**src/inc/soc_pkg.sv**
```systemverilog
// =====================================================
// synthesizer output configuration word: shared constants
package soc_pkg;
  localparam int SOC_WORD_W = 32;
  localparam logic [2:0] SOC_ADDR_OUT_CFG = 3'h4; // output configuration word
  localparam logic [2:0] SOC_ADDR_MAIN = 3'h0;    // main word, loads buffered divider
  localparam logic [31:0] SOC_OUT_CFG_RST = 32'h6180b23c;
  // field positions
  localparam int SOC_ADDR_HI = 2;
  localparam int SOC_ADDR_LO = 0;
  localparam int SOC_BS_HI_HI = 25;
  localparam int SOC_BS_HI_LO = 24;
  localparam int SOC_FB_BIT = 23;
  localparam int SOC_DIV_HI = 22;
  localparam int SOC_DIV_LO = 20;
  localparam int SOC_BS_LO_HI = 19;
  localparam int SOC_BS_LO_LO = 12;
  localparam int SOC_OSC_OFF_BIT = 11;
  localparam int SOC_MUTE_TILL_LOCK_BIT = 10;
  localparam int SOC_B_SRC_BIT = 9;
  localparam int SOC_B_EN_BIT = 8;
  localparam int SOC_B_LVL_HI = 7;
  localparam int SOC_B_LVL_LO = 6;
  localparam int SOC_A_EN_BIT = 5;
  localparam int SOC_A_LVL_HI = 4;
  localparam int SOC_A_LVL_LO = 3;
  // widths and fixed values
  localparam int SOC_BS_W = 10;
  localparam int SOC_DIV_W = 3;
  localparam int SOC_RATIO_W = 8;
  localparam int SOC_LVL_W = 2;
  localparam int SOC_NUM_OUT = 2;
  localparam logic [SOC_BS_W-1:0] SOC_BS_RESERVED = 10'h000;
  localparam logic [SOC_RATIO_W-1:0] SOC_RATIO_ONE = 8'h01;
  // power level codes, -4/-1/+2/+5 dBm single ended
  localparam logic [SOC_LVL_W-1:0] SOC_LVL_M4DBM = 2'h0;
  localparam logic [SOC_LVL_W-1:0] SOC_LVL_M1DBM = 2'h1;
  localparam logic [SOC_LVL_W-1:0] SOC_LVL_P2DBM = 2'h2;
  localparam logic [SOC_LVL_W-1:0] SOC_LVL_P5DBM = 2'h3;
endpackage

```
**src/rtl/soc_out_chan.sv**
```systemverilog
`timescale 1ns/1ps
`default_nettype none
// =====================================================
// one output driver stage: registers enable, level and path
module soc_out_chan
  import soc_pkg::*;
(
  input wire logic clk,                   // system clock
  input wire logic sys_rst,               // synchronous reset
  input wire logic clk_en,                // freezes state when low
  input wire logic cfg_en,                // enable field of the word
  input wire logic [SOC_LVL_W-1:0] cfg_level, // power level field
  input wire logic cfg_src_fund,          // 1: fundamental, 0: divided
  input wire logic mute,                  // mute request from the core
  input wire logic rst_en,                // enable value after reset
  input wire logic [SOC_LVL_W-1:0] rst_level, // level value after reset
  input wire logic rst_src,               // path value after reset
  output logic drive_on_r,                // output actually driving
  output logic [SOC_LVL_W-1:0] level_r,   // applied power level
  output logic src_fund_r                 // applied path select
);
  // =====================================================
  // registered driver state
  always_ff @(posedge clk) begin
    if (sys_rst) begin
      drive_on_r <= rst_en;
      level_r <= rst_level;
      src_fund_r <= rst_src;
    end else if (clk_en) begin
      drive_on_r <= cfg_en & ~mute;
      level_r <= cfg_level;
      src_fund_r <= cfg_src_fund;
    end
  end
endmodule
`default_nettype wire

```
**src/rtl/soc_out_cfg.sv**
```systemverilog
`timescale 1ns/1ps
`default_nettype none
// =====================================================
// output configuration word decoder of the synthesizer
// Function
// [RULE_01] words with address bits 2:0 equal to 100 load this register
// [RULE_02] band select divider is bits 25:24 above bits 19:12
// [RULE_03] divider value n divides by n; zero is reserved, controller avoids it
// [RULE_04] bit 23 picks feedback: 0 divided output, 1 fundamental
// [RULE_05] bits 22:20 give output divide ratio two to the code, 1 to 128
// [RULE_06] with double buffering on, divider code applies at next main word write
// [RULE_07] controller picks divider code from target output frequency band
// [RULE_08] bit 11 high powers the oscillator down, low enables it
// [RULE_09] bit 10 high mutes outputs until lock is detected
// [RULE_10] bit 9 picks second output path: 0 divided, 1 fundamental
// [RULE_11] bit 8 enables the second output
// [RULE_12] bits 7:6 set second output level, -4 to +5 dBm
// [RULE_13] bit 5 enables the first output
// [RULE_14] bits 4:3 set first output level, same encoding
// [RULE_15] reset value of the word is 6180b23c hex
// [RULE_16] controller writes top bits 31:29 as 011 every time
// [RULE_17] an accepted write updates all fields at once, except buffered divider; here an unbuffered divider code applies one clock before the other fields
module soc_out_cfg
  import soc_pkg::*;
(
  input wire logic clk,                          // 40 MHz system clock
  input wire logic sys_rst,                      // synchronous reset, active high
  input wire logic clk_en,                       // freezes all state when low
  input wire logic word_valid,                   // one-cycle strobe: word complete
  input wire logic [SOC_WORD_W-1:0] word_data,   // loaded configuration word
  input wire logic reg4_double_buf,              // hold divider code until main write
  input wire logic lock_detect,                  // lock detect level, asynchronous
  output logic [SOC_WORD_W-1:0] cfg_word_r,      // current word contents
  output logic [SOC_BS_W-1:0] band_sel_div_r,    // band select divider
  output logic band_sel_reserved_r,              // divider holds reserved zero
  output logic feedback_src_r,                   // 1: fundamental feedback
  output logic [SOC_DIV_W-1:0] out_div_code_r,   // applied divider code
  output logic [SOC_RATIO_W-1:0] out_div_ratio_r, // applied divide ratio
  output logic div_pending_r,                    // a buffered code waits
  output logic osc_power_off_r,                  // oscillator powered down
  output logic mute_till_lock_r,                 // mute-until-lock mode on
  output logic [SOC_NUM_OUT-1:0] out_on_r,       // [0] first, [1] second output driving
  output logic [SOC_LVL_W-1:0] first_out_level_r, // first output level
  output logic [SOC_LVL_W-1:0] second_out_level_r, // second output level
  output logic second_out_src_r                  // second output path
);
  // =====================================================
  // write decode
  logic wr_cfg;
  logic wr_main;
  assign wr_cfg = word_valid & (word_data[SOC_ADDR_HI:SOC_ADDR_LO] == SOC_ADDR_OUT_CFG); // [RULE_01]
  assign wr_main = word_valid & (word_data[SOC_ADDR_HI:SOC_ADDR_LO] == SOC_ADDR_MAIN);

  // =====================================================
  // lock detect synchroniser, second stage only is read
  logic lock_meta_r;
  logic lock_sync_r;
  always_ff @(posedge clk) begin
    if (sys_rst) begin
      lock_meta_r <= 1'b0;
      lock_sync_r <= 1'b0;
    end else if (clk_en) begin
      lock_meta_r <= lock_detect;
      lock_sync_r <= lock_meta_r;
    end
  end

  // =====================================================
  // word storage, whole word in one step
  always_ff @(posedge clk) begin
    if (sys_rst) begin
      cfg_word_r <= SOC_OUT_CFG_RST; // [RULE_15]
    end else if (clk_en && wr_cfg) begin
      cfg_word_r <= word_data; // [RULE_17]
    end
  end

  // =====================================================
  // field slices of the stored word
  logic [SOC_BS_W-1:0] bs_w;
  logic [SOC_DIV_W-1:0] div_w;
  assign bs_w = {cfg_word_r[SOC_BS_HI_HI:SOC_BS_HI_LO], cfg_word_r[SOC_BS_LO_HI:SOC_BS_LO_LO]}; // [RULE_02]
  assign div_w = cfg_word_r[SOC_DIV_HI:SOC_DIV_LO];
  logic [SOC_DIV_W-1:0] rst_div;
  assign rst_div = SOC_OUT_CFG_RST[SOC_DIV_HI:SOC_DIV_LO];

  // =====================================================
  // plain settings follow the stored word
  always_ff @(posedge clk) begin
    if (sys_rst) begin
      band_sel_div_r <= {SOC_OUT_CFG_RST[SOC_BS_HI_HI:SOC_BS_HI_LO],
                         SOC_OUT_CFG_RST[SOC_BS_LO_HI:SOC_BS_LO_LO]};
      band_sel_reserved_r <= 1'b0;
      feedback_src_r <= SOC_OUT_CFG_RST[SOC_FB_BIT];
      osc_power_off_r <= SOC_OUT_CFG_RST[SOC_OSC_OFF_BIT];
      mute_till_lock_r <= SOC_OUT_CFG_RST[SOC_MUTE_TILL_LOCK_BIT];
    end else if (clk_en) begin
      band_sel_div_r <= bs_w; // [RULE_02]
      band_sel_reserved_r <= (bs_w == SOC_BS_RESERVED); // [RULE_03]
      feedback_src_r <= cfg_word_r[SOC_FB_BIT]; // [RULE_04]
      osc_power_off_r <= cfg_word_r[SOC_OSC_OFF_BIT]; // [RULE_08]
      mute_till_lock_r <= cfg_word_r[SOC_MUTE_TILL_LOCK_BIT]; // [RULE_09]
    end
  end

  // =====================================================
  // output divider code with optional double buffering
  logic [SOC_DIV_W-1:0] div_nxt;
  always_comb begin
    div_nxt = out_div_code_r;
    if (!reg4_double_buf && wr_cfg) begin
      div_nxt = word_data[SOC_DIV_HI:SOC_DIV_LO]; // [RULE_17]
    end else if (reg4_double_buf && wr_main && div_pending_r) begin
      div_nxt = div_w; // [RULE_06]
    end
  end

  always_ff @(posedge clk) begin
    if (sys_rst) begin
      out_div_code_r <= rst_div;
      out_div_ratio_r <= SOC_RATIO_ONE << rst_div;
      div_pending_r <= 1'b0;
    end else if (clk_en) begin
      out_div_code_r <= div_nxt;
      out_div_ratio_r <= SOC_RATIO_ONE << div_nxt; // [RULE_05]
      if (reg4_double_buf && wr_cfg) begin
        div_pending_r <= 1'b1; // [RULE_06]
      end else if (wr_main || !reg4_double_buf) begin
        div_pending_r <= 1'b0;
      end
    end
  end

  // =====================================================
  // per-output drivers; mute while unlocked in mute mode or oscillator off
  logic mute_all;
  assign mute_all = cfg_word_r[SOC_OSC_OFF_BIT] | (cfg_word_r[SOC_MUTE_TILL_LOCK_BIT] & ~lock_sync_r); // [RULE_09]

  logic [SOC_NUM_OUT-1:0] ch_en;
  logic [SOC_NUM_OUT-1:0] ch_src;
  logic [SOC_NUM_OUT-1:0] ch_rst_en;
  logic [SOC_NUM_OUT-1:0] ch_rst_src;
  logic [SOC_NUM_OUT-1:0][SOC_LVL_W-1:0] ch_level;
  logic [SOC_NUM_OUT-1:0][SOC_LVL_W-1:0] ch_rst_level;
  logic [SOC_NUM_OUT-1:0][SOC_LVL_W-1:0] ch_level_out;
  logic [SOC_NUM_OUT-1:0] ch_src_out;

  assign ch_en = {cfg_word_r[SOC_B_EN_BIT], cfg_word_r[SOC_A_EN_BIT]}; // [RULE_11] [RULE_13]
  assign ch_level = {cfg_word_r[SOC_B_LVL_HI:SOC_B_LVL_LO], cfg_word_r[SOC_A_LVL_HI:SOC_A_LVL_LO]}; // [RULE_12] [RULE_14]
  assign ch_src = {cfg_word_r[SOC_B_SRC_BIT], 1'b0}; // [RULE_10]
  // reset values follow the reset word; lock is not yet seen, so mute-until-lock counts as muted
  logic rst_mute;
  assign rst_mute = SOC_OUT_CFG_RST[SOC_OSC_OFF_BIT] | SOC_OUT_CFG_RST[SOC_MUTE_TILL_LOCK_BIT];
  assign ch_rst_en = {SOC_OUT_CFG_RST[SOC_B_EN_BIT], SOC_OUT_CFG_RST[SOC_A_EN_BIT]}
                     & {SOC_NUM_OUT{~rst_mute}}; // [RULE_15]
  assign ch_rst_src = {SOC_OUT_CFG_RST[SOC_B_SRC_BIT], 1'b0};
  assign ch_rst_level = {SOC_OUT_CFG_RST[SOC_B_LVL_HI:SOC_B_LVL_LO], SOC_OUT_CFG_RST[SOC_A_LVL_HI:SOC_A_LVL_LO]};

  genvar gi;
  generate
    for (gi = 0; gi < SOC_NUM_OUT; gi++) begin : g_out
      soc_out_chan u_chan (
        .clk(clk),
        .sys_rst(sys_rst),
        .clk_en(clk_en),
        .cfg_en(ch_en[gi]),
        .cfg_level(ch_level[gi]),
        .cfg_src_fund(ch_src[gi]),
        .mute(mute_all),
        .rst_en(ch_rst_en[gi]),
        .rst_level(ch_rst_level[gi]),
        .rst_src(ch_rst_src[gi]),
        .drive_on_r(out_on_r[gi]),
        .level_r(ch_level_out[gi]),
        .src_fund_r(ch_src_out[gi])
      );
    end
  endgenerate

  assign first_out_level_r = ch_level_out[0];
  assign second_out_level_r = ch_level_out[1];
  assign second_out_src_r = ch_src_out[1];
endmodule
`default_nettype wire

```
**config.mk**
```make
export PLATFORM = sky130hd
export DESIGN_NAME = soc_out_cfg
export DESIGN_NICKNAME = d
export VERILOG_FILES = /design/src/inc/soc_pkg.sv /design/src/rtl/soc_out_chan.sv /design/src/rtl/soc_out_cfg.sv
export SDC_FILE = /design/constraint.sdc
export NUM_CORES = 1
export LEC_CHECK = 0
export BUFFER_PORTS_ARGS = -buffer_cell sky130_fd_sc_hd__buf_4
export CAP_MARGIN = 20
export CORE_UTILIZATION = 40
export CTS_CLUSTER_DIAMETER = 30
export DETAILED_ROUTE_END_ITERATION = 8
export PLACE_DENSITY = 0.74
export REMOVE_ABC_BUFFERS = 1
export SLEW_MARGIN = 30
export SYNTH_ARGS = -nofsm -noshare
export SYNTH_HDL_FRONTEND = slang
export SYNTH_SLANG_ARGS = --single-unit
```
**constraint.sdc**
```tcl
create_clock -name clk -period 1.9 [get_ports clk]
set_input_delay 0 -clock clk [delete_from_list [all_inputs] [get_ports clk]]
set_output_delay 0 -clock clk [all_outputs]
set_load 0.01 [all_outputs]
```
[Word-level counts from Yosys, hierarchy flattened]
Index checks and enable logic that the tools add are counted.
Operators by class
  bitwise operators: 8
  equal/unequal tests: 1
  reductions and logical operators: 11
  multiplexer cells: 4
  shift-type cells: 1
Operators by type and width (number)
  $logic_not 10->1: 1
  $shl 1x3->8 const A: 1
  $mux 3: 2
  $and 1x1->1: 5
  $logic_and 1x1->1: 5
  $eq 3x3->1 const B: 1
  $logic_not 3->1: 1
  $mux 1: 2
  $not 1->1: 2
  $reduce_and 2->1: 1
  $reduce_bool 2->1: 1
  $logic_not 1->1: 1
  $logic_or 1x1->1: 1
  $or 1x1->1: 1
Storage, ports and cells
  output and inout port bits: 65
  register bits: 67
  logic and storage cells: 41
  input bits: 38

[Longest topological paths before layout]
Gate-level depths: netlist of the first run.
  depth after elaboration: 7
  mapped depth: 6
  depth with buffers taken out: 4

[Modules after synthesis]
Synthesis of the first run repeated with hierarchy kept, for this count alone.
Unflattened totals
  cell total of the unflattened synthesis: 286
  area, all modules: 2687.6 um^2
Modules (own cells, without submodules)
  soc_out_cfg: cells each 264, seq. area each 1201.2 um^2, area an instance 2337.2 um^2, times used 1
  soc_out_chan: cells each 11, seq. area each 120.1 um^2, area an instance 175.2 um^2, times used 2

[Worst setup path after synthesis of the first run]
Ideal clock, no wire load.
  kind: register -> register
  start: register div_pending_r
  end: register out_div_ratio_r[2]
  buffers on the path: 0
  period minus slack after synthesis: 1.361 ns
  stages on the path, launching flop included: 5
  arrival time: 1.265 ns
  path slack: 0.539 ns
  library setup time: 0.096 ns
  required time: 1.804 ns
  path through: dfxtp_1 > and3b_1 > a21boi_1 > o22a_2 > o41ai_2
Between the ends
  cells in the longest elaborated chain, start to end: 4
Ends and longest elaborated chain
  from (decl): RTL line soc_out_cfg.sv:39  | output logic div_pending_r,
  from (signal assigned): RTL line soc_out_cfg.sv:122  | div_pending_r <= 1'b0;
  from (signal assigned): RTL line soc_out_cfg.sv:127  | div_pending_r <= 1'b1;
  from (signal assigned): RTL line soc_out_cfg.sv:129  | div_pending_r <= 1'b0;
  $logic_and 1x1->1: RTL line soc_out_cfg.sv:113  | end else if (reg4_double_buf && wr_main && div_pending_r) begin
  $mux 3: RTL line soc_out_cfg.sv:113
  $mux 3: RTL line soc_out_cfg.sv:111  | if (!reg4_double_buf && wr_cfg) begin
  $shl 1x3->8: RTL line soc_out_cfg.sv:125  | out_div_ratio_r <= SOC_RATIO_ONE << div_nxt;
  to (signal assigned): RTL line soc_out_cfg.sv:121  | out_div_ratio_r <= SOC_RATIO_ONE << rst_div;
  to (signal assigned): RTL line soc_out_cfg.sv:125
  to (decl): RTL line soc_out_cfg.sv:38  | output logic [SOC_RATIO_W-1:0] out_div_ratio_r,
Every way passes these cells.
A chain may end at the register's enable or synchronous reset.

[Final worst setup path of the first run]
Ends and elaborated chain as after synthesis.

==> run metrics, run 1 <==
Clock Skews 6.68 ps; die footprint 0.00683 mm2; n_diodes 0; Core Rows 29; Worst EP required between 2000 and 2500 ps; Die H 82.7 um; commonest non-fill, non-tap cell in the layout buf_4; met3 Usage GRT 7.03%; setup_tns 0 ps; Initial Utilization about 41%; M2 GR Usage ~34%; Setup crit start kind register; layout overhead on the synthesized area 51.1%; register area share after synthesis about half; share of layout cells above drive strength 1 around a third; unrepaired setup endpoints after global routing false; Worst EP arrival about 1700 ps; Final min period about 1500 ps; Async SR Flop Fraction 0%; dominant synthesized flop cell dfxtp_1; Routed WL approximately 6.8 mm; htree depth 3; Slew @ Worst Pin between 600 and 700 ps; via count 2444; largest net degree at the start of global routing 43; Worst-Skew Late Latency about 340 ps; Routability Congestion 0.869; TritonCTS clock tree yes; HP Class primary input to register; max_cap viols 0; most frequent cells in the layout buf_4, nand2_1, dfxtp_1; relative slew slack roughly 55%; Via density about 4.9; Post-CTS Resized 0; Reg clk slew, reported paths about 70 ps; worst vdd ir between 0.6 and 0.7 mV; Final Cycle Share between 70% and 80%; root buffer cell clkbuf_8; hold_buf cts 31; Gate Count Post-Synth 288; CP Class register to register; layer with the highest usage met2; DP Cell Count between 400 and 500; Netlist cell types 39; synthesized area between 0.002 and 0.003 mm2; grt total ovfl 0; DRC Markers 0; Post-synth EDFFs 0; max-slew violations 0; Core Box Area between 0.006 and 0.007 mm2; CP Buf/Inv Count 0; leakage power between 1.5 and 2 nW; # clock sinks 67; global-route wire length before repair between 10 and 15 mm; Max clock buf depth 2; Post-CTS Setup Repair Bufs 0; CP max FO 6; #FFs+latches synth 67; num ports 103; Setup Viol. Count Final 0; family with the most delay on the worst path compound AO/OA/AOI/OAI gates; NumNets Final 453; WL/cell 13.7 um; average cell area after synthesis about 9 um2; outcome finished, final reports clean; crit end category register; Num CTS Buffers 9; post-route ant nets 0; vias in the first global route approximately 2200; DP Wirelength about 4.5 mm; IO Port Bufs approximately 100; first drt pass iteration count 4; GR Util All Layers between 20 and 25%; initial antenna violation count 0; final hold violations 0; slowest CP cell o41ai_2; GRT met1 Usage a little under a quarter; Power per Cell Area 777 mW/mm2; Die W between 80 and 90 um; DRT iter0 DRCs 74; CP peak stage delay 390 ps; f_max approximately 0.67 GHz; synthesis warning total 0; crit-path cells and3b_1 > a21boi_1 > o22ai_2 > o41ai_2; Final Non-Filler Cells between 400 and 500
==> flip-flops by register name, indices dropped and copies added, names as in the netlist <==
signal                   cells
band_sel_div_r              10
band_sel_reserved_r          1
cfg_word_r                  32
div_pending_r                1
feedback_src_r               1
g_out.u_chan.drive_on_r      2
g_out.u_chan.level_r         4
g_out.u_chan.src_fund_r      1
lock_meta_r                  1
lock_sync_r                  1
mute_till_lock_r             1
osc_power_off_r              1
out_div_code_r               3
out_div_ratio_r              8
==> power by group <==
group | total (W) | leakage (nW) | switching [W] | internal, W
Clock | 0.00133 | 0.113 | 0.000524 | 0.000809
Combinational | 0.000282 | 1.09 | 0.000127 | 0.000154
Sequential | 0.00144 | 0.542 | 0.0000157 | 0.00143
==> final cells by class <==
class,count,area [um2]
Fill cell,554,2380
Sequential cell,67,1340
Multi-Input combinational cell,195,1140
Timing Repair Buffer,138,1110
Clock buffer,12,155
Tap cell,77,96.3
Clock inverter,4,72.6
Inverter,4,15.0
==> kinds of logic after synthesis <==
group | count (synthesis) | synth area share, %
buf+inv | 26 | 4.76
mux | 19 | 7.31
compound gates | 52 | 15.1
flops | 67 | 51.5
simple gates | 124 | 21.3
==> path summary, 6_finish.rpt <==
check,cells after the start,startpoint,to,slack (ps)
worst max-delay path,4,div_pending_r,out_div_ratio_r[2],400
worst min-delay path,3,clk_en,lock_meta_r,60
worst max register to register,4,div_pending_r,out_div_ratio_r[2],400
worst min register to register,1,cfg_word_r[2],cfg_word_r[2],460
==> worst min-delay path: stages <==
cell and delay, ps:
buf_4 190, mux2i_1 100, nor2_1 70
==> stage by stage <==
step | cell area [um2] | util (%) | power, W | hold WS (ps) | worst slack, ps
6_report | 3930 | 62.3 | 0.00306 | 60.6 | 402
4_1_cts | 3930 | 62.3 | 0.00308 | 51.2 | 383
2_1_floorplan | 2490 | - | 0.00156 | 69.1 | 507
3_3_place_gp | 3390 | 53.7 | 0.00170 | 208 | 535
5_1_grt | 3930 | 62.3 | 0.00318 | 69.0 | 317
3_5_place_dp | 3390 | 53.7 | 0.00170 | 212 | 440
==> per-layer routing <==
layer,up-vias,wire (um)
met2,71,3370
li1,1236,-
met3,8,407
met4,0,101
met1,1129,2950
met5,-,0
==> synthesized netlist by cell type, types with 2 or more instances <==
master	n	area [um2]
a21boi_1	3	22.5
a21oi_1	23	115
a22oi_1	2	15.0
and3_1	3	18.8
buf_2	6	30.0
buf_4	5	37.5
clkbuf_1	10	37.5
dfxtp_1	67	1340
inv_1	4	15.0
mux2i_1	19	190
nand2_1	72	270
nand2b_1	2	12.5
nand3_1	15	75.1
nand4b_1	3	26.3
nor2_1	20	75.1
o221ai_1	2	17.5
o22a_2	3	30.0
o22ai_2	2	25.0
o31ai_1	4	30.0
o41ai_2	4	65.1
(Power assumes the default switching activity.)
==> run 2: changes to the inputs <==
ABC_AREA = 1   (was default)
clock period = 1.4 ns   (was 1.9 ns; I/O delays follow)
==> run 2 against run 1 <==
Routed wire length increased by 3.3%. Utilization grew 0.47 points. Cell area rose by 1.3%. Combinational power grew 79%. Sequential cell count unchanged. Register-to-register slack worse by 280 ps.
==> run metrics, run 2 <==
worst r2r path cells 8; leakage power 1.91 nW; Initial Utilization between 40% and 50%; Final WS setup between 100 and 150 ps; CP Capture Point out_div_ratio_r[5]; largest net degree at the start of global routing 53; Slew @ Worst Pin between 300 and 400 ps; crit end category register; # fillers between 500 and 600; grt total ovfl 0; Post-synth EDFFs 0; final hold violations 0; Worst EP arrival between 1500 and 2000 ps; flop-to-flop setup slack ~130 ps; num ports a little over 100; Die H approximately 83 um; Gate Count Post-Synth 340; layout overhead on the synthesized area 52.1%; f_max slightly below 0.8 GHz; Final min period about 1300 ps; Gate power share between 10% and 20%; DRT iter0 DRCs approximately 120; IO Port Bufs 102; outcome finished, final reports clean; Worst setup startpoint div_pending_r; Tot Pwr about 0.0043 W; Async SR Flop Fraction 0%; max-slew violations 0; most frequent cells in the layout buf_4, nand2_1, dfxtp_1; via count 2682; share of layout cells above drive strength 1 between 30% and 40%; area leader, netlist dfxtp_1; Die W 82.9 um; Power per Cell Area roughly 1100 mW/mm2; synthesis warning total 0; htree depth 3; die footprint around 0.0069 mm2; average cell area after synthesis ~7.7 um2; # clock sinks 67; Biggest register cfg_word_r; total internal power approximately 0.0033 W; power share of the clock group about two fifths; #FFs+latches synth 67; synthesized area approximately 0.0026 mm2; TritonCTS clock tree yes; Post-CTS Setup Repair Bufs 0; Sw Pwr slightly below 0.001 W; Core Util, Final between 60 and 70%; HP Class primary input to register; Worst-Skew Late Latency 330 ps; Sequential Power Share a little under half; commonest non-fill, non-tap cell in the layout buf_4; Final Cycle Share between 90% and 100%; Largest register FFs 32; post-route ant nets 0; NumNets Final slightly above 500; Routed WL just over 7 mm; Place WS 129 ps; worst vdd ir 0.641 mV; Core Box Area between 0.006 and 0.007 mm2; max_cap viols 0; Setup Viol. Count Final 0; RR Startpoint div_pending_r; Routability Congestion around 0.89; GR Util All Layers 21.3%; n_diodes 0; CP Class register to register; root buffer cell clkbuf_8; FF-to-FF End out_div_ratio_r[5]; WL/cell ~13 um; Via density just under 5; Reg clk slew, reported paths 70 ps; most common cell in the netlist nand2_1; Setup crit start kind register; Hold Path Cell Cnt 5; top cells by count, synth nand2_1, dfxtp_1, nor2_1; Num CTS Buffers 9; register area share after synthesis between 50% and 60%; Clock Skews between 6 and 7 ps; DP Wirelength 4.49 mm; Max clock buf depth 2; relative slew slack just under 80%; CP max FO 6; area share of the largest cell type after synthesis 51.2%; Net Sw Frac 22.7%; Core Rows 29; unrepaired setup endpoints after global routing false; dominant synthesized flop cell dfxtp_1; synth top area cells dfxtp_1, nand2_1, nor2_1; Worst EP required ~1700 ps; vias in the first global route around 2600; Netlist cell types 28; DRC Markers 0; largest registers cfg_word_r x32, band_sel_div_r x10, out_div_ratio_r x8; first drt pass iteration count 4; initial antenna violation count 0; global-route wire length before repair between 10 and 15 mm
run 2: cell count changes in the layout (fill, tap and decap cells not counted), sizes merged, moves of 3 or more:
cell / change
inv: +19
o31ai: -4
nand3: +13
mux2i: -19
o21ai: +30
a21boi: -3
nand4: +6
nand4b: -3
and3: -3
nor2: +25
or2: +3
o41ai: -4
nand2: +6
o22a: -3
run 2: logic make-up after synthesis:
group / synth area share (%)
flip-flops: 51.2
buffers and inverters: 7.74
AND/OR/NAND/NOR: 28.6
AO/OA/AOI/OAI: 12.5
run 2: stage by stage:
stage / area, um2 / hold WS, ps / std cells / setup TNS, ps
final: 3980 / 88.4 / 549 / 0
after global routing: 3980 / 115 / 549 / 0
after CTS: 3980 / 67.3 / 549 / 0
after detailed placement: 3430 / 217 / 502 / 0
after global placement: 3430 / 210 / 502 / 0
after floorplan: 2500 / 62.4 / 316 / -4290
run 2: timing repair:
action,4_1_cts,5_1_grt
gates resized for setup,0,1
hold endpoints to repair,42,0
setup endpoints to repair,0,3
hold buffers,32,0
run 2: power by group through the flow:
| stage | Clock, W | Combinational, W | Sequential, W |
|---|---|---|---|
| 2_1_floorplan | 0 | 0.000156 | 0.00207 |
| 3_3_place_gp | 0 | 0.000427 | 0.00205 |
| 3_5_place_dp | 0 | 0.000433 | 0.00205 |
| 4_1_cts | 0.00183 | 0.000505 | 0.00201 |
| 5_1_grt | 0.00193 | 0.000555 | 0.00201 |
| 6_report | 0.00179 | 0.000506 | 0.00201 |
run 2: worst max-delay path, stage by stage (launching register included):
cell,delay [ps]
dfxtp_1,360
nand2_1,70
inv_2,120
nand4_1,130
nand3_1,110
nand2_1,90
nor2_1,140
nand2_1,70
a21oi_1,120
run 2: how the worst min path moves through the flow:
stage                        from                 end  slack, ps
global route         word_data[2]       div_pending_r        110
CTS                  word_data[2]       div_pending_r         70
detailed placement  word_data[30]      cfg_word_r[30]        220
floorplan                 sys_rst  out_div_ratio_r[2]         60
finish               word_data[2]       div_pending_r         90
global placement    word_data[30]      cfg_word_r[30]        210
run 2: final cells by class:
type | count | area [um2] | share of cell area, %
Clock buffer | 11 | 151 | 3.80
Clock inverter | 4 | 73.8 | 1.85
Timing Repair Buffer | 141 | 1150 | 28.9
Multi-Input combinational cell | 226 | 1080 | 27.2
Tap cell | 77 | 96.3 | 2.42
Inverter | 23 | 86.3 | 2.17
Sequential cell | 67 | 1340 | 33.7
run 2: routing by layer:
layer	part of all wire, %	routed length, um	GRT usage, %	up-vias
met2	52	3660	37.0	82
met5	0	0	0	-
met4	0.30	21	7.05	0
li1	-	-	-	1353
met3	5.6	395	5.47	2
met1	42	2980	25.6	1245
